`src/hw/fpx_params.svh`:
```
`ifndef FPX_PARAMS_SVH
`define FPX_PARAMS_SVH

// register byte offsets on the apb window
`define FPX_OFF_STATUS 8'h00
`define FPX_OFF_TRAPS 8'h04
`define FPX_OFF_OPS 8'h08
`define FPX_OFF_LAST 8'h0C
`define FPX_OFF_CNT_LO 8'h10
`define FPX_OFF_CNT_HI 8'h14

// status register field positions
`define FPX_TEM_HI 27
`define FPX_TEM_LO 23
`define FPX_FTT_HI 16
`define FPX_FTT_LO 14
`define FPX_AEXC_HI 9
`define FPX_AEXC_LO 5
`define FPX_CEXC_HI 4
`define FPX_CEXC_LO 0

// bit order inside every five-bit exception field
`define FPX_NV_BIT 4
`define FPX_OF_BIT 3
`define FPX_UF_BIT 2
`define FPX_DZ_BIT 1
`define FPX_NX_BIT 0

// reset values
`define FPX_TEM_RST 5'h00
`define FPX_AEXC_RST 5'h00
`define FPX_CEXC_RST 5'h00
`define FPX_FTT_RST 3'h0
`define FPX_CNT_RST 16'h0000
`define FPX_EVT_RST 8'h00

// trap type codes
`define FPX_FTT_NONE 3'h0
`define FPX_FTT_IEEE 3'h1

// counter limits
`define FPX_CNT_MAX 16'hFFFF
`define FPX_EVT_MAX 8'hFF

`endif

```
`src/hw/fpx_pkg.sv`:
```
package fpx_pkg;

	typedef logic [4:0] fpx_exc_t;
	typedef logic [2:0] fpx_ftt_t;
	typedef logic [15:0] fpx_cnt_t;
	typedef logic [7:0] fpx_evt_t;

	typedef enum logic [2:0] {
		SEL_STATUS,
		SEL_TRAPS,
		SEL_OPS,
		SEL_LAST,
		SEL_CNT_LO,
		SEL_CNT_HI,
		SEL_NONE
	} fpx_sel_t;

endpackage

```
`src/hw/fpx_cond_eval.sv`:
```
`timescale 1ns/1ps
`include "fpx_params.svh"

// raw ieee conditions of one completed operation
module fpx_cond_eval (
	input wire logic cond_invalid,
	input wire logic cond_div_zero,
	input wire logic cond_overflow,
	input wire logic res_inexact,
	input wire logic res_tiny,
	input wire logic res_exact_zero,
	input wire logic ufm,
	output fpx_pkg::fpx_exc_t raw_exc
);

	logic uf_hit;
	logic nx_hit;

	// tininess comes in judged before rounding, whatever ufm says
	always_comb begin
		uf_hit = 1'b0;
		if (!res_exact_zero && res_tiny) begin
			if (ufm) begin
				uf_hit = 1'b1;
			end else begin
				uf_hit = res_inexact;
			end
		end
	end

	// overflow always drags inexact along
	assign nx_hit = res_inexact | cond_overflow;

	always_comb begin
		raw_exc = 5'h00;
		raw_exc[`FPX_NV_BIT] = cond_invalid;
		raw_exc[`FPX_OF_BIT] = cond_overflow;
		raw_exc[`FPX_UF_BIT] = uf_hit;
		raw_exc[`FPX_DZ_BIT] = cond_div_zero;
		raw_exc[`FPX_NX_BIT] = nx_hit;
	end

endmodule

```
`src/hw/fpx_exc_unit.sv`:
```
// Summary of operation
// - trap enable mask lives in status bits 27..23, nv of uf dz nx order.
// - current exception field lives in status bits 4..0, same bit order.
// - invalid flagged when an operand is improper for the operation.
// - overflow flagged when unbounded-exponent rounded result exceeds largest finite.
// - underflow means rounded result inexact and below smallest normalized.
// - no underflow ever when exact unrounded result is zero.
// - underflow trap disabled: tiny nonzero result plus lost accuracy signals underflow.
// - underflow trap enabled: any tiny nonzero result signals underflow.
// - tininess always judged before rounding.
// - divide-by-zero flagged when finite operands give an exact infinite result.
// - inexact flagged when rounded result differs from exact result.
// - overflow always also raises inexact.
// - mask, current and accrued fields are real hardware, ieee behaviour.
// - accrued field in status bits 9..5 gathers untrapped exceptions.
// - on normal completion mask AND new flags decides trap or accrue.
// - a trapping ieee exception leaves exactly one current bit set.
// - any other trap leaves the current field untouched.
//
// The register offsets and the APB interface to the registers were chosen for this implementation.
`timescale 1ns/1ps
`include "fpx_params.svh"

module fpx_exc_unit (
	input wire logic pclk,
	input wire logic presetn,
	input wire logic psel,
	input wire logic penable,
	input wire logic pwrite,
	input wire logic [7:0] paddr,
	input wire logic [31:0] pwdata,
	input wire logic [3:0] pstrb,
	output logic [31:0] prdata,
	output logic pready,
	output logic pslverr,
	input wire logic op_done,
	input wire logic [2:0] op_ftt,
	input wire logic cond_invalid,
	input wire logic cond_div_zero,
	input wire logic cond_overflow,
	input wire logic res_inexact,
	input wire logic res_tiny,
	input wire logic res_exact_zero,
	output logic ieee_arith_trap,
	output logic [4:0] fp_tem,
	output logic [4:0] fp_aexc,
	output logic [4:0] fp_cexc,
	output logic [2:0] fp_ftt
);

	// fp_status_register pieces
	fpx_pkg::fpx_exc_t tem_reg;
	fpx_pkg::fpx_exc_t tem_next;
	fpx_pkg::fpx_exc_t aexc_reg;
	fpx_pkg::fpx_exc_t aexc_next;
	fpx_pkg::fpx_exc_t cexc_reg;
	fpx_pkg::fpx_exc_t cexc_next;
	fpx_pkg::fpx_ftt_t ftt_reg;
	fpx_pkg::fpx_ftt_t ftt_next;

	// bookkeeping
	fpx_pkg::fpx_cnt_t trap_cnt_reg;
	fpx_pkg::fpx_cnt_t op_cnt_reg;
	fpx_pkg::fpx_exc_t last_raw_reg;
	logic last_trap_reg;
	logic trap_reg;
	logic [31:0] prdata_reg;
	fpx_pkg::fpx_evt_t evt_cnt [5];

	// operation side
	fpx_pkg::fpx_exc_t raw_exc;
	fpx_pkg::fpx_exc_t trap_hit;
	fpx_pkg::fpx_exc_t trap_one;
	logic op_normal;
	logic op_other;
	logic op_trap;
	logic op_update;

	// bus side
	fpx_pkg::fpx_sel_t sel;
	logic setup_ph;
	logic access_ph;
	logic wr_en;
	logic wr_status;
	logic wr_traps;
	logic wr_ops;
	logic wr_cnt_lo;
	logic wr_cnt_hi;
	logic [31:0] wmask;
	logic [31:0] status_word;
	logic [31:0] status_wr;

	// raw condition evaluation
	fpx_cond_eval u_eval (
		.cond_invalid(cond_invalid),
		.cond_div_zero(cond_div_zero),
		.cond_overflow(cond_overflow),
		.res_inexact(res_inexact),
		.res_tiny(res_tiny),
		.res_exact_zero(res_exact_zero),
		.ufm(tem_reg[`FPX_UF_BIT]),
		.raw_exc(raw_exc)
	);

	// apb phases and decode
	assign setup_ph = psel & ~penable;
	assign access_ph = psel & penable;

	always_comb begin
		sel = fpx_pkg::SEL_NONE;
		if (paddr[1:0] == 2'h0) begin
			unique case (paddr)
				`FPX_OFF_STATUS: sel = fpx_pkg::SEL_STATUS;
				`FPX_OFF_TRAPS: sel = fpx_pkg::SEL_TRAPS;
				`FPX_OFF_OPS: sel = fpx_pkg::SEL_OPS;
				`FPX_OFF_LAST: sel = fpx_pkg::SEL_LAST;
				`FPX_OFF_CNT_LO: sel = fpx_pkg::SEL_CNT_LO;
				`FPX_OFF_CNT_HI: sel = fpx_pkg::SEL_CNT_HI;
				default: sel = fpx_pkg::SEL_NONE;
			endcase
		end
	end

	// read data is latched in setup, so access always finishes at once
	assign pready = access_ph;
	assign pslverr = access_ph & (sel == fpx_pkg::SEL_NONE);
	assign prdata = prdata_reg;

	assign wr_en = access_ph & pwrite & (sel != fpx_pkg::SEL_NONE);
	assign wr_status = wr_en & (sel == fpx_pkg::SEL_STATUS);
	assign wr_traps = wr_en & (sel == fpx_pkg::SEL_TRAPS);
	assign wr_ops = wr_en & (sel == fpx_pkg::SEL_OPS);
	assign wr_cnt_lo = wr_en & (sel == fpx_pkg::SEL_CNT_LO);
	assign wr_cnt_hi = wr_en & (sel == fpx_pkg::SEL_CNT_HI);

	assign wmask = {{8{pstrb[3]}}, {8{pstrb[2]}}, {8{pstrb[1]}}, {8{pstrb[0]}}};

	always_comb begin
		status_word = 32'h0000_0000;
		status_word[`FPX_TEM_HI:`FPX_TEM_LO] = tem_reg;
		status_word[`FPX_FTT_HI:`FPX_FTT_LO] = ftt_reg;
		status_word[`FPX_AEXC_HI:`FPX_AEXC_LO] = aexc_reg;
		status_word[`FPX_CEXC_HI:`FPX_CEXC_LO] = cexc_reg;
	end

	// byte lanes left out of the strobe keep their old value
	assign status_wr = (pwdata & wmask) | (status_word & ~wmask);

	always_ff @(posedge pclk or negedge presetn) begin
		if (!presetn) begin
			prdata_reg <= 32'h0000_0000;
		end else if (setup_ph && !pwrite) begin
			unique case (sel)
				fpx_pkg::SEL_STATUS: prdata_reg <= status_word;
				fpx_pkg::SEL_TRAPS: prdata_reg <= {16'h0000, trap_cnt_reg};
				fpx_pkg::SEL_OPS: prdata_reg <= {16'h0000, op_cnt_reg};
				fpx_pkg::SEL_LAST: prdata_reg <= {23'h000000, last_trap_reg, 3'h0, last_raw_reg};
				fpx_pkg::SEL_CNT_LO: prdata_reg <= {evt_cnt[3], evt_cnt[2], evt_cnt[1], evt_cnt[0]};
				fpx_pkg::SEL_CNT_HI: prdata_reg <= {24'h000000, evt_cnt[4]};
				fpx_pkg::SEL_NONE: prdata_reg <= 32'h0000_0000;
			endcase
		end
	end

	// trap decision on the completing operation
	assign op_normal = op_done & (op_ftt == `FPX_FTT_NONE);
	assign op_other = op_done & (op_ftt != `FPX_FTT_NONE);
	assign trap_hit = tem_reg & raw_exc;
	assign op_trap = op_normal & (trap_hit != 5'h00);
	assign op_update = op_normal;

	// one bit only survives a trap; overflow or underflow beat inexact
	function automatic fpx_pkg::fpx_exc_t pick_one(input fpx_pkg::fpx_exc_t hit);
		fpx_pkg::fpx_exc_t res;
		res = 5'h00;
		if (hit[`FPX_NV_BIT]) begin
			res[`FPX_NV_BIT] = 1'b1;
		end else if (hit[`FPX_DZ_BIT]) begin
			res[`FPX_DZ_BIT] = 1'b1;
		end else if (hit[`FPX_OF_BIT]) begin
			res[`FPX_OF_BIT] = 1'b1;
		end else if (hit[`FPX_UF_BIT]) begin
			res[`FPX_UF_BIT] = 1'b1;
		end else if (hit[`FPX_NX_BIT]) begin
			res[`FPX_NX_BIT] = 1'b1;
		end
		return res;
	endfunction

	assign trap_one = pick_one(trap_hit);

	// next state of the status fields; the operation outranks software on current and trap type, and ORs its flags into a written accrued field
	always_comb begin
		tem_next = tem_reg;
		aexc_next = aexc_reg;
		cexc_next = cexc_reg;
		ftt_next = ftt_reg;
		if (wr_status) begin
			tem_next = status_wr[`FPX_TEM_HI:`FPX_TEM_LO];
			aexc_next = status_wr[`FPX_AEXC_HI:`FPX_AEXC_LO];
			cexc_next = status_wr[`FPX_CEXC_HI:`FPX_CEXC_LO];
			ftt_next = status_wr[`FPX_FTT_HI:`FPX_FTT_LO];
		end
		if (op_other) begin
			ftt_next = op_ftt;
		end else if (op_trap) begin
			cexc_next = trap_one;
			ftt_next = `FPX_FTT_IEEE;
		end else if (op_update) begin
			cexc_next = raw_exc;
			aexc_next = aexc_next | raw_exc;
			ftt_next = `FPX_FTT_NONE;
		end
	end

	// trap enable mask
	always_ff @(posedge pclk or negedge presetn) begin
		if (!presetn) begin
			tem_reg <= `FPX_TEM_RST;
		end else begin
			tem_reg <= tem_next;
		end
	end

	// accrued field
	always_ff @(posedge pclk or negedge presetn) begin
		if (!presetn) begin
			aexc_reg <= `FPX_AEXC_RST;
		end else begin
			aexc_reg <= aexc_next;
		end
	end

	// current field
	always_ff @(posedge pclk or negedge presetn) begin
		if (!presetn) begin
			cexc_reg <= `FPX_CEXC_RST;
		end else begin
			cexc_reg <= cexc_next;
		end
	end

	// trap type field
	always_ff @(posedge pclk or negedge presetn) begin
		if (!presetn) begin
			ftt_reg <= `FPX_FTT_RST;
		end else begin
			ftt_reg <= ftt_next;
		end
	end

	// trap request pulse, one cycle after the completing edge
	always_ff @(posedge pclk or negedge presetn) begin
		if (!presetn) begin
			trap_reg <= 1'b0;
		end else begin
			trap_reg <= op_trap;
		end
	end

	assign ieee_arith_trap = trap_reg;
	assign fp_tem = tem_reg;
	assign fp_aexc = aexc_reg;
	assign fp_cexc = cexc_reg;
	assign fp_ftt = ftt_reg;

	// trap and operation counters, counting beats clearing
	always_ff @(posedge pclk or negedge presetn) begin
		if (!presetn) begin
			trap_cnt_reg <= `FPX_CNT_RST;
		end else if (op_trap) begin
			if (wr_traps) begin
				trap_cnt_reg <= 16'h0001;
			end else if (trap_cnt_reg != `FPX_CNT_MAX) begin
				trap_cnt_reg <= trap_cnt_reg + 16'h0001;
			end
		end else if (wr_traps) begin
			trap_cnt_reg <= `FPX_CNT_RST;
		end
	end

	always_ff @(posedge pclk or negedge presetn) begin
		if (!presetn) begin
			op_cnt_reg <= `FPX_CNT_RST;
		end else if (op_normal) begin
			if (wr_ops) begin
				op_cnt_reg <= 16'h0001;
			end else if (op_cnt_reg != `FPX_CNT_MAX) begin
				op_cnt_reg <= op_cnt_reg + 16'h0001;
			end
		end else if (wr_ops) begin
			op_cnt_reg <= `FPX_CNT_RST;
		end
	end

	// unmasked conditions of the last normal completion
	always_ff @(posedge pclk or negedge presetn) begin
		if (!presetn) begin
			last_raw_reg <= 5'h00;
		end else if (op_normal) begin
			last_raw_reg <= raw_exc;
		end
	end

	// whether that completion trapped
	always_ff @(posedge pclk or negedge presetn) begin
		if (!presetn) begin
			last_trap_reg <= 1'b0;
		end else if (op_normal) begin
			last_trap_reg <= op_trap;
		end
	end

	// per-exception event counters, fed by the new current bits
	genvar gi;
	generate
		for (gi = 0; gi < 5; gi++) begin : g_evt
			fpx_pkg::fpx_evt_t cnt_reg;
			logic clr;
			logic hit;
			if (gi == `FPX_NV_BIT) begin : g_hi
				assign clr = wr_cnt_hi;
			end else begin : g_lo
				assign clr = wr_cnt_lo;
			end
			assign hit = op_normal & cexc_next[gi];
			always_ff @(posedge pclk or negedge presetn) begin
				if (!presetn) begin
					cnt_reg <= `FPX_EVT_RST;
				end else if (hit) begin
					if (clr) begin
						cnt_reg <= 8'h01;
					end else if (cnt_reg != `FPX_EVT_MAX) begin
						cnt_reg <= cnt_reg + 8'h01;
					end
				end else if (clr) begin
					cnt_reg <= `FPX_EVT_RST;
				end
			end
			assign evt_cnt[gi] = cnt_reg;
		end
	endgenerate

endmodule

```
`config.mk`:
```
export PLATFORM = sky130hd
export DESIGN_NAME = fpx_exc_unit
export DESIGN_NICKNAME = d
export VERILOG_FILES = /design/src/hw/fpx_pkg.sv /design/src/hw/fpx_cond_eval.sv /design/src/hw/fpx_exc_unit.sv
export VERILOG_INCLUDE_DIRS = /design/src /design/src/hw
export SDC_FILE = /design/constraint.sdc
export NUM_CORES = 1
export LEC_CHECK = 0
export BUFFER_PORTS_ARGS = -buffer_cell sky130_fd_sc_hd__buf_2
export CORE_MARGIN = 2
export CORE_UTILIZATION = 50
export DETAILED_ROUTE_END_ITERATION = 8
export GPL_TIMING_DRIVEN = 0
export HOLD_SLACK_MARGIN = 0.06
export PLACE_DENSITY = 0.78
export REMOVE_ABC_BUFFERS = 1
export SYNTH_ARGS = -nofsm -noshare
export SYNTH_HDL_FRONTEND = slang
export SYNTH_SLANG_ARGS = --single-unit
export TNS_END_PERCENT = 50
```
`constraint.sdc`:
```
create_clock -name pclk -period 3.2 [get_ports pclk]
set_input_delay 0.16 -clock pclk [delete_from_list [all_inputs] [get_ports pclk]]
set_output_delay 0.16 -clock pclk [all_outputs]
set_load 0.005 [all_outputs]
```
# Yosys cells after proc, flatten, opt, wreduce, memory -nomap -nowiden
# Cells that the tools add are included.
word_totals:
  register_bits: 129
  latch_bits: 0
  ramBits: 0
  mem_bits_ro: 0
  input_bits: 59
  output_inout_bits: 53
  wordCells: 152
  memories: 0
classes:
  n_addsub: 7
  n_mul: 0
  div_mod_pow: 0
  n_lt_le_gt_ge: 0
  eq_ne: 19
  shift: 0
  muxes: 53
  n_bitwise: 26
  n_reduce_logical: 32
op_table:
  columns: ["operator", "n"]
  rows:
  - ["one-hot mux 32 bit (7 select lines)", 1]
  - ["two-way mux 8 bit", 17]
  - ["two-way mux 16 bit", 8]
  - ["bitwise AND 28 bit", 2]
  - ["adder 8 x 1 -> 8 bit (second input constant)", 5]
  - ["two-way mux 5 bit", 8]
  - ["inequality test 8 bit (second input constant)", 5]
  - ["adder 16 x 1 -> 16 bit (second input constant)", 2]
  - ["inequality test 16 bit (second input constant)", 2]
  - ["NOT 28 bit", 1]
  - ["bitwise OR 28 bit", 1]
  - ["nonzero test 2 bit", 14]
  - ["bitwise AND 1 bit", 18]
  - ["one-hot mux 3 bit (6 select lines)", 1]
  - ["== test 8 x 4 -> 1 bit (second input constant)", 2]
  - ["== test 8 x 5 -> 1 bit (second input constant)", 2]
  - ["two-way mux 3 bit", 5]
  - ["AND reduction 2 bit", 7]
  - ["two-way mux 1 bit", 11]
  - ["== test 3 bit (second input constant)", 3]
  - ["== test 8 x 3 -> 1 bit (second input constant)", 1]
  - ["logical NOT 8 bit", 1]
  - ["== test 3 x 2 -> 1 bit (second input constant)", 2]
  - ["logical NOT 3 bit", 2]
  - ["14 further kinds", 16]

# Depth between registers and ports, before layout
# Gate-level depths: netlist (run 1).
logic_depth:
  word_depth: 14
  mapped_depth: 7
  mapped_depth_nobuf: 6

# Hierarchy
# From an unflattened synthesis (run 1), not the netlist that was laid out.
unflattened:
  cells_unflattened: 767
  hier_area_um2: 7034.2
by_module_without_submodules:
  columns: ["mod", "n_inst", "cells_each", "area_each_um2", "seq_area_each_um2"]
  rows:
  - ["fpx_exc_unit", 1, 759, 6974.2, 3228.1]
  - ["fpx_cond_eval", 1, 8, 60.1, 0.0]

# Worst setup path before layout (run 1)
# Ideal clock, no wire load.
synth_timing:
  kind: "register to register"
  startpoint: "reg (tool-made name)"
  endpoint: "reg g_evt[0].cnt_reg[7]"
  setup_ps: 119
  arrival_time_ps: 2075
  required_time_ps: 3081
  setup_slack_ps: 1006
  stages_incl_launch_ff: 6
  n_path_buf: 0
  period_less_slack_ps: 2194
  path_cell_list: "dfrtp_1 > a222oi_1 > o2111ai_1 > nor4_1 > a31oi_1 > o21a_1"
synth_lines:
  columns: ["element", "line", "text"]
  rows:
  - ["to (signal assigned)", "fpx_exc_unit.sv:329", "cnt_reg <= `FPX_EVT_RST;"]
  - ["to (signal assigned)", "fpx_exc_unit.sv:334", "cnt_reg <= cnt_reg + 8'h01;"]
  - ["to (signal assigned)", "fpx_exc_unit.sv:337", "cnt_reg <= `FPX_EVT_RST;"]
  - ["to (decl)", "fpx_exc_unit.sv:318", "fpx_pkg::fpx_evt_t cnt_reg;"]

==> results.md, run 1 <==
- Part of the total power dissipated in sequential elements: 0.457
- Share of cells above drive strength 1: 0.1895
- Peak VDD IR: 0.3978 mV
- Cell types with the highest counts after synthesis: dfrtp_1 (129), nor2_1 (87), nand2_1 (67)
- Largest stage delay on the critical path: 0.79 ns
- Transition at the pin with the smallest max-transition slack: 0.9795 ns
- Achievable Freq: 0.3642 GHz
- Die ar.: 0.01474 mm2
- Shortest clock period the worst path allows after layout: 2.746 ns
- H-tree levels: 4
- Proportion of power drawn by combinational gates: 0.125
- Cell area after layout: 0.008330 mm2
- Number of nets at the end of the flow: 895
- Quantity of I/O buffers inserted on ports: 97
- Global-route wire length before repair: 30640 um
- Startpoint types: flip-flop
- Later-pin clock latency in the skew report: 0.43 ns
- Yosys top cell area share: 0.4683
- Smallest setup slack after layout: 0.4544 ns
- Die Span X: 121.4 um
- Crit-path cells: a222oi_1 > o2111ai_1 > nor4b_1 > xnor2_1 > nor2_1
- Vias in the first global route: 5907
- GRT Resource Usage Total: 0.2712
- GRT Residual Overflow: 0
- Largest cells by area after synthesis: dfrtp_1 (47%), mux2i_1 (4.8%), nor2_1 (4.7%), xnor2_1 (3.9%), nand2_1 (3.6%)
- Status: complete, no violations
- Worst hold slack after final layout: 0.06703 ns
- Cell Pwr Density: 520.8 mW/mm2
- Cell with the largest stage delay on the worst path: a222oi_1
- Type of the worst setup path: flip-flop to flip-flop
- Required time at the endpoint of the critical path: 3.52 ns
- Dominant delay contributor by cell family on the critical path: compound AO/OA/AOI/OAI gates
- Pre-antenna DRT Iters: 5
- Final Routed Wirelength: 19330 um
- Synth Flop Type: dfrtp_1
- Diodes inserted: 0
- MaxCap Viol Count: 0
- Total of warnings raised by yosys: 0
- Hold buffer count at cts: 17
- Initial antenna violation count: 0
- Post-placement setup slack: 0.1494 ns
- Type of element capturing the critical path: flip-flop
- Net switching component of the power: 1.161 mW
- Synthesized netlist cell count: 721
- Std cell rows: 42
- Flip-flop count of the largest register, all copies and words added: 40
- CTS-repair resized insts: 0
- Clock buffers created by TritonCTS: 17
- Sinks on the clock net: 129
- RSZ-0062 raised after global routing: false
- Critical path fanouts, max: 12
- Placed wire-length estimate after detailed placement: 13330 um
- Final core utilization: 0.6241
- EDFF count, synth: 0
- Power share of the clock group: 0.418
- Final Cycle Share: 0.8580
- Normalized max-slew margin: 0.3470
- Async SR Flop Fraction: 1.000
- Die height: 121.4 um
- Cell total after placement: 968
- Power after layout: 4.338 mW
- Standard cell area after detailed placement: 0.007586 mm2
- Leakage Power: 3.771 nW
- Clock tree from TritonCTS: yes
- Count of non-filler cells in the finished layout: 1015
- Mapped Avg Cell Area: 9.560 um2
- Class of the tightest hold or removal check: input pin to flip-flop
- Final Hold Violating Endpoints: 0
- #FFs+latches synth: 129
- Clock Root Buffer: clkbuf_16
- Cell type with the highest aggregate area in the netlist: dfrtp_1
- Arrival time reported for the critical path endpoint: 3.06 ns
- Routability Congestion: 0.9011
- Post-DR wirelength/cell: 19.05 um
- Most frequent cell after synthesis: dfrtp_1
- Maximum number of pins on one net before global-route repair: 66
- Post-synth cell types: 68
- Max-slew violations: 0
- Clock input transition at the sequential cells of the worst setup and hold paths: 0.06 ns
- Num ports: 112
- Final setup skew: 0.006685 ns
- Internal cell power: 3.178 mW
- Post-Synthesis Cell Area: 0.006893 mm2
- Post-detailed-route DRC marker count: 0
- Proportion of synthesized chip area in sequential cells: 0.4683
- Total number of vias: 6312
- Switching share of power: 0.2675
- DRC marker count from the first detailed-route iteration: 597
- DRT antenna net count: 0
- Sum of negative setup slack: 0 ns
- Count of endpoints failing setup in the final report: 0
- Initial core utilization: 0.5164
- Clk buf depth: 2
- Area overhead of the layout relative to synthesis: 20.86%
- Core Area: 0.01335 mm2
- Avg Vias per Cell: 6.219
- Worst Path Buf+Inv: 0
- # Post-CTS Setup Buffers: 0
==> worst paths after layout <==
kind,depth (start not counted),slack [ns],start,endpoint
min in group asynchronous,2,0.29,presetn,prdata[19]$_DFFE_PN0P_
worst min-delay path,3,0.07,pwdata[0],fp_cexc[0]$_DFF_PN0_
worst max-delay path,5,0.45,flip-flop,g_evt[2].cnt_reg[4]$_DFFE_PN0P_
worst max register to register,5,0.45,flip-flop,g_evt[2].cnt_reg[4]$_DFFE_PN0P_
worst min register to register,2,0.49,last_raw_reg[4]$_DFFE_PN0P_,last_raw_reg[4]$_DFFE_PN0P_
max in group asynchronous,3,2.17,presetn,last_raw_reg[3]$_DFFE_PN0P_
==> power groups by stage <==
stage / combinational [mW] / clock, mW / sequential [mW]
2_1_floorplan: 0.297 / 0 / 1.96
3_3_place_gp: 0.498 / 0 / 2.00
3_5_place_dp: 0.521 / 0 / 2.00
4_1_cts: 0.541 / 1.83 / 1.98
5_1_grt: 0.616 / 1.90 / 2.01
6_report: 0.542 / 1.81 / 1.98
==> final cells by class <==
type,count,area (um2)
timing repair buffer,120,762.0
clock inverter,6,57.56
tap,176,220.2
inverter,10,37.54
clock buffer,23,488.0
multi-input combinational,551,3537
sequential,129,3228
fill,1117,5017
==> layout by cell type (no fill, tap or decap), types with 4 or more instances in the layout <==
cell type	netlist	final
buf_6	0	5
mux2_2	8	8
mux2i_1	33	33
or3_1	5	5
o2111ai_1	5	5
dlygate4sd3_1	0	17
buf_2	3	96
a21oi_1	28	28
a22oi_1	4	4
nor3_1	34	33
and2_1	6	6
a211oi_1	9	9
o21ai_1	9	9
nand4_1	13	13
xnor2_1	31	31
o211ai_1	9	9
inv_1	9	9
xor2_1	8	8
nand2_1	67	67
and3_1	17	17
clkbuf_8	0	4
a221oi_1	9	9
clkinv_2	0	4
nor2_1	87	87
ha_1	7	7
nor4_1	10	10
a31oi_1	11	11
a22o_1	17	17
nand3_1	35	35
clkbuf_16	0	17
o22ai_1	8	8
o21ai_0	15	15
dfrtp_1	129	129
==> per-layer routing <==
layer	vias up	wire (um)	GRT usage
met2	294	9208	0.4375
met4	0	592	0.1106
li1	2893	-	-
met5	-	0	0
met1	3074	8039	0.3578
met3	51	1492	0.05545
==> cell families (layout without fill, tap and decap cells) <==
kind of cell | Yosys count | count (layout) | synth area share
AOI/OAI and AO/OA | 155 | 155 | 0.1597
xor gates and xnor gates | 39 | 39 | 0.04956
adders and majority gates | 7 | 7 | 0.01271
buffers and inverters | 41 | 159 | 0.02341
DFF | 129 | 129 | 0.4683
muxes | 41 | 41 | 0.06099
and+or+nand+nor | 309 | 309 | 0.2253
==> worst register-to-register path: cells and delay by family, from the launching register on <==
kind	cells	cell delay, ns
and+or+nand+nor	2	0.58
xor gates and xnor gates	1	0.16
DFF	1	0.44
AOI/OAI and AO/OA	2	1.45
Note: power is estimated with default switching activity, not from simulation.
==> run 2: changes to the inputs <==
--- a/config.mk
+++ b/config.mk
@@ -6,6 +6,7 @@
 export SDC_FILE = /design/constraint.sdc
 export NUM_CORES = 1
 export LEC_CHECK = 0
+export ABC_AREA = 1
 export BUFFER_PORTS_ARGS = -buffer_cell sky130_fd_sc_hd__buf_2
 export CORE_MARGIN = 2
 export CORE_UTILIZATION = 50
==> run 2 against run 1 <==
Effect of this change:
- sequential cell count did not move
- global-route usage up 0.74 points
- via count grew 11%
==> results.md, run 2 <==
- Sum of negative setup slack: 0 ns
- Clock tree from TritonCTS: yes
- Diodes inserted: 0
- Register-to-Register Setup Slack: 0.76 ns
- Destination of the worst register-to-register timing path: trap_cnt_reg[7]$_DFFE_PN0P_
- Leakage Power: 4.295 nW
- Smallest setup slack after layout: 0.4720 ns
- Area overhead of the layout relative to synthesis: 21.14%
- Achievable Freq: 0.3666 GHz
- Total number of vias: 7013
- Synthesized netlist cell count: 909
- Number of fillers in the final layout: 1195
- Flip-flop count of the largest register, all copies and words added: 40
- Routability Congestion: 0.9204
- Final Routed Wirelength: 21120 um
- Die height: 124.7 um
- Startpoint types: input pin
- Initial core utilization: 0.5071
- Vias in the first global route: 6843
- Avg Vias per Cell: 5.720
- Class of the tightest hold or removal check: input pin to flip-flop
- DRC marker count from the first detailed-route iteration: 588
- Num ports: 112
- Std cell rows: 44
- Largest cells by area after synthesis: dfrtp_1 (44%), nand2_1 (9.1%), inv_1 (5.6%), o21ai_0 (5.1%), nand3_1 (4.9%)
- Post-DR wirelength/cell: 17.23 um
- Cell type with the highest aggregate area in the netlist: dfrtp_1
- Post-detailed-route DRC marker count: 0
- Quantity of I/O buffers inserted on ports: 97
- Sinks on the clock net: 129
- Core Area: 0.01437 mm2
- GRT Residual Overflow: 0
- Clk buf depth: 2
- Max-slew violations: 0
- Capture point of the worst path: g_evt[2].cnt_reg[3]$_DFFE_PN0P_
- Die ar.: 0.01555 mm2
- DRT antenna net count: 0
- Mapped Avg Cell Area: 8.015 um2
- Most frequent cell after synthesis: nand2_1
- Most common library cell in the layout ignoring fill and taps: nand2_1
- Placed wire-length estimate after detailed placement: 14610 um
- Count of endpoints failing setup in the final report: 0
- EDFF count, synth: 0
- GRT Resource Usage Total: 0.2785
- Clock Root Buffer: clkbuf_16
- Proportion of synthesized chip area in sequential cells: 0.4431
- Arrival time reported for the critical path endpoint: 3.07 ns
- Global-route wire length before repair: 34590 um
- Async SR Flop Fraction: 1.000
- Final setup skew: 0.01483 ns
- Final Hold Violating Endpoints: 0
- First element of the critical path: op_ftt[1]
- Most frequent cells in the layout: nand2_1 (177), dfrtp_1 (129), inv_1 (109), buf_2 (96)
- RSZ-0062 raised after global routing: false
- MaxCap Viol Count: 0
- Type of element capturing the critical path: flip-flop
- H-tree levels: 4
- Cell types with the highest counts after synthesis: nand2_1 (177), dfrtp_1 (129), inv_1 (109)
- Yosys top cell area share: 0.4431
- Die Span X: 124.7 um
- Critical path fanouts, max: 26
- Clock buffers created by TritonCTS: 17
- CTS-repair resized insts: 0
- Post-placement setup slack: -0.5705 ns
- Required time at the endpoint of the critical path: 3.54 ns
- Transition at the pin with the smallest max-transition slack: 0.9905 ns
- Maximum number of pins on one net before global-route repair: 86
- Initial antenna violation count: 0
- Final Cycle Share: 0.8525
- Synth Flop Type: dfrtp_1
- Normalized max-slew margin: 0.3397
- #FFs+latches synth: 129
- Post-Synthesis Cell Area: 0.007286 mm2
- Share of cells above drive strength 1: 0.1823
- Type of the worst setup path: input pin to flip-flop
- Clock input transition at the sequential cells of the worst setup and hold paths: 0.06 ns
- Cell Pwr Density: 513.9 mW/mm2
- Total of warnings raised by yosys: 0
- Post-synth cell types: 52
- Later-pin clock latency in the skew report: 0.44 ns
- Worst hold path stage count: 3
- Peak VDD IR: 0.4788 mV
- # Post-CTS Setup Buffers: 0
- Shortest clock period the worst path allows after layout: 2.728 ns
- Worst Reg2Reg Path Length in Cells: 8
- Status: complete, no violations
- Number of nets at the end of the flow: 1095
- Pre-antenna DRT Iters: 8
## run 2: cell families after synthesis
group	Yosys count	share of synthesized area
adder cells (fa/ha/maj)	7	0.01202
buffers and inverters	140	0.07591
AO/OA/AOI/OAI	177	0.1465
XOR/XNOR	26	0.03126
multiplexers	9	0.01305
AND/OR/NAND/NOR	421	0.2782
flip-flops	129	0.4431
## run 2: final cells by class
type                       count  area, um2  share of cell area
multi-input combinational    640       3513              0.3981
sequential                   129       3228              0.3658
timing repair buffer         121      754.5             0.08548
clock buffer                  21      470.5             0.05330
inverter                     119      449.2             0.05089
tap                          184      230.2             0.02608
clock inverter                11      175.2             0.01985
timing repair inverter         1      5.005           0.0005671
## run 2: report_power, final
part | total [mW] | internal (mW) | switching [mW]
clock network | 2.13 | 1.37 | 0.760
logic | 0.549 | 0.204 | 0.345
registers | 1.86 | 1.75 | 0.106
total | 4.54 | 3.33 | 1.21
## run 2: worst min-delay path by stage
stage / slack (ns) / end / from
2_1_floorplan: -0.14 / async pin / presetn
3_3_place_gp: 0.38 / fp_aexc[1]$_DFF_PN0_ / pwdata[6]
3_5_place_dp: 0.11 / g_evt[4].cnt_reg[3]$_DFFE_PN0P_ / presetn
4_1_cts: 0.07 / last_raw_reg[2]$_DFFE_PN0P_ / res_exact_zero
5_1_grt: 0.08 / last_raw_reg[2]$_DFFE_PN0P_ / res_exact_zero
6_report: 0.07 / last_raw_reg[2]$_DFFE_PN0P_ / res_exact_zero
## run 2: timing repair
action,in CTS,in global routing
endpoints found under the setup margin,16,0
hold buffers,22,0
endpoints found under the hold margin,63,0
## run 2: through the flow
| stage | hold slack (ns) | instances | total power [mW] | cell area, um2 | util |
|---|---|---|---|---|---|
| 2_1_floorplan | -0.1356 | 888 | 2.176 | 7182 | - |
| 3_3_place_gp | 0.3819 | 1169 | 2.367 | 7898 | 0.5496 |
| 3_5_place_dp | 0.1142 | 1171 | 2.390 | 7949 | 0.5532 |
| 4_1_cts | 0.06886 | 1226 | 4.530 | 8820 | 0.6138 |
| 5_1_grt | 0.08211 | 1226 | 4.705 | 8826 | 0.6142 |
| 6_report | 0.07083 | 1226 | 4.536 | 8826 | 0.6142 |
## run 2: critical path: stages
cell	delay, ns
dlygate4sd3_1	0.55
buf_2	0.14
inv_1	0.09
nand3_2	0.15
nor2_8	0.38
inv_1	0.38
nor3_2	0.25
nand2_1	0.17
nand2_1	0.23
nand2_2	0.14
nand2_2	0.14
nand2_1	0.11
o22ai_1	0.16
## run 2: metal layers
layer	up-vias	track usage	part of all wire
met3	26	0.06400	0.071
met4	0	0.08790	0.018
met5	-	0	0
met2	281	0.4600	0.49
li1	3299	-	-
met1	3407	0.3650	0.42
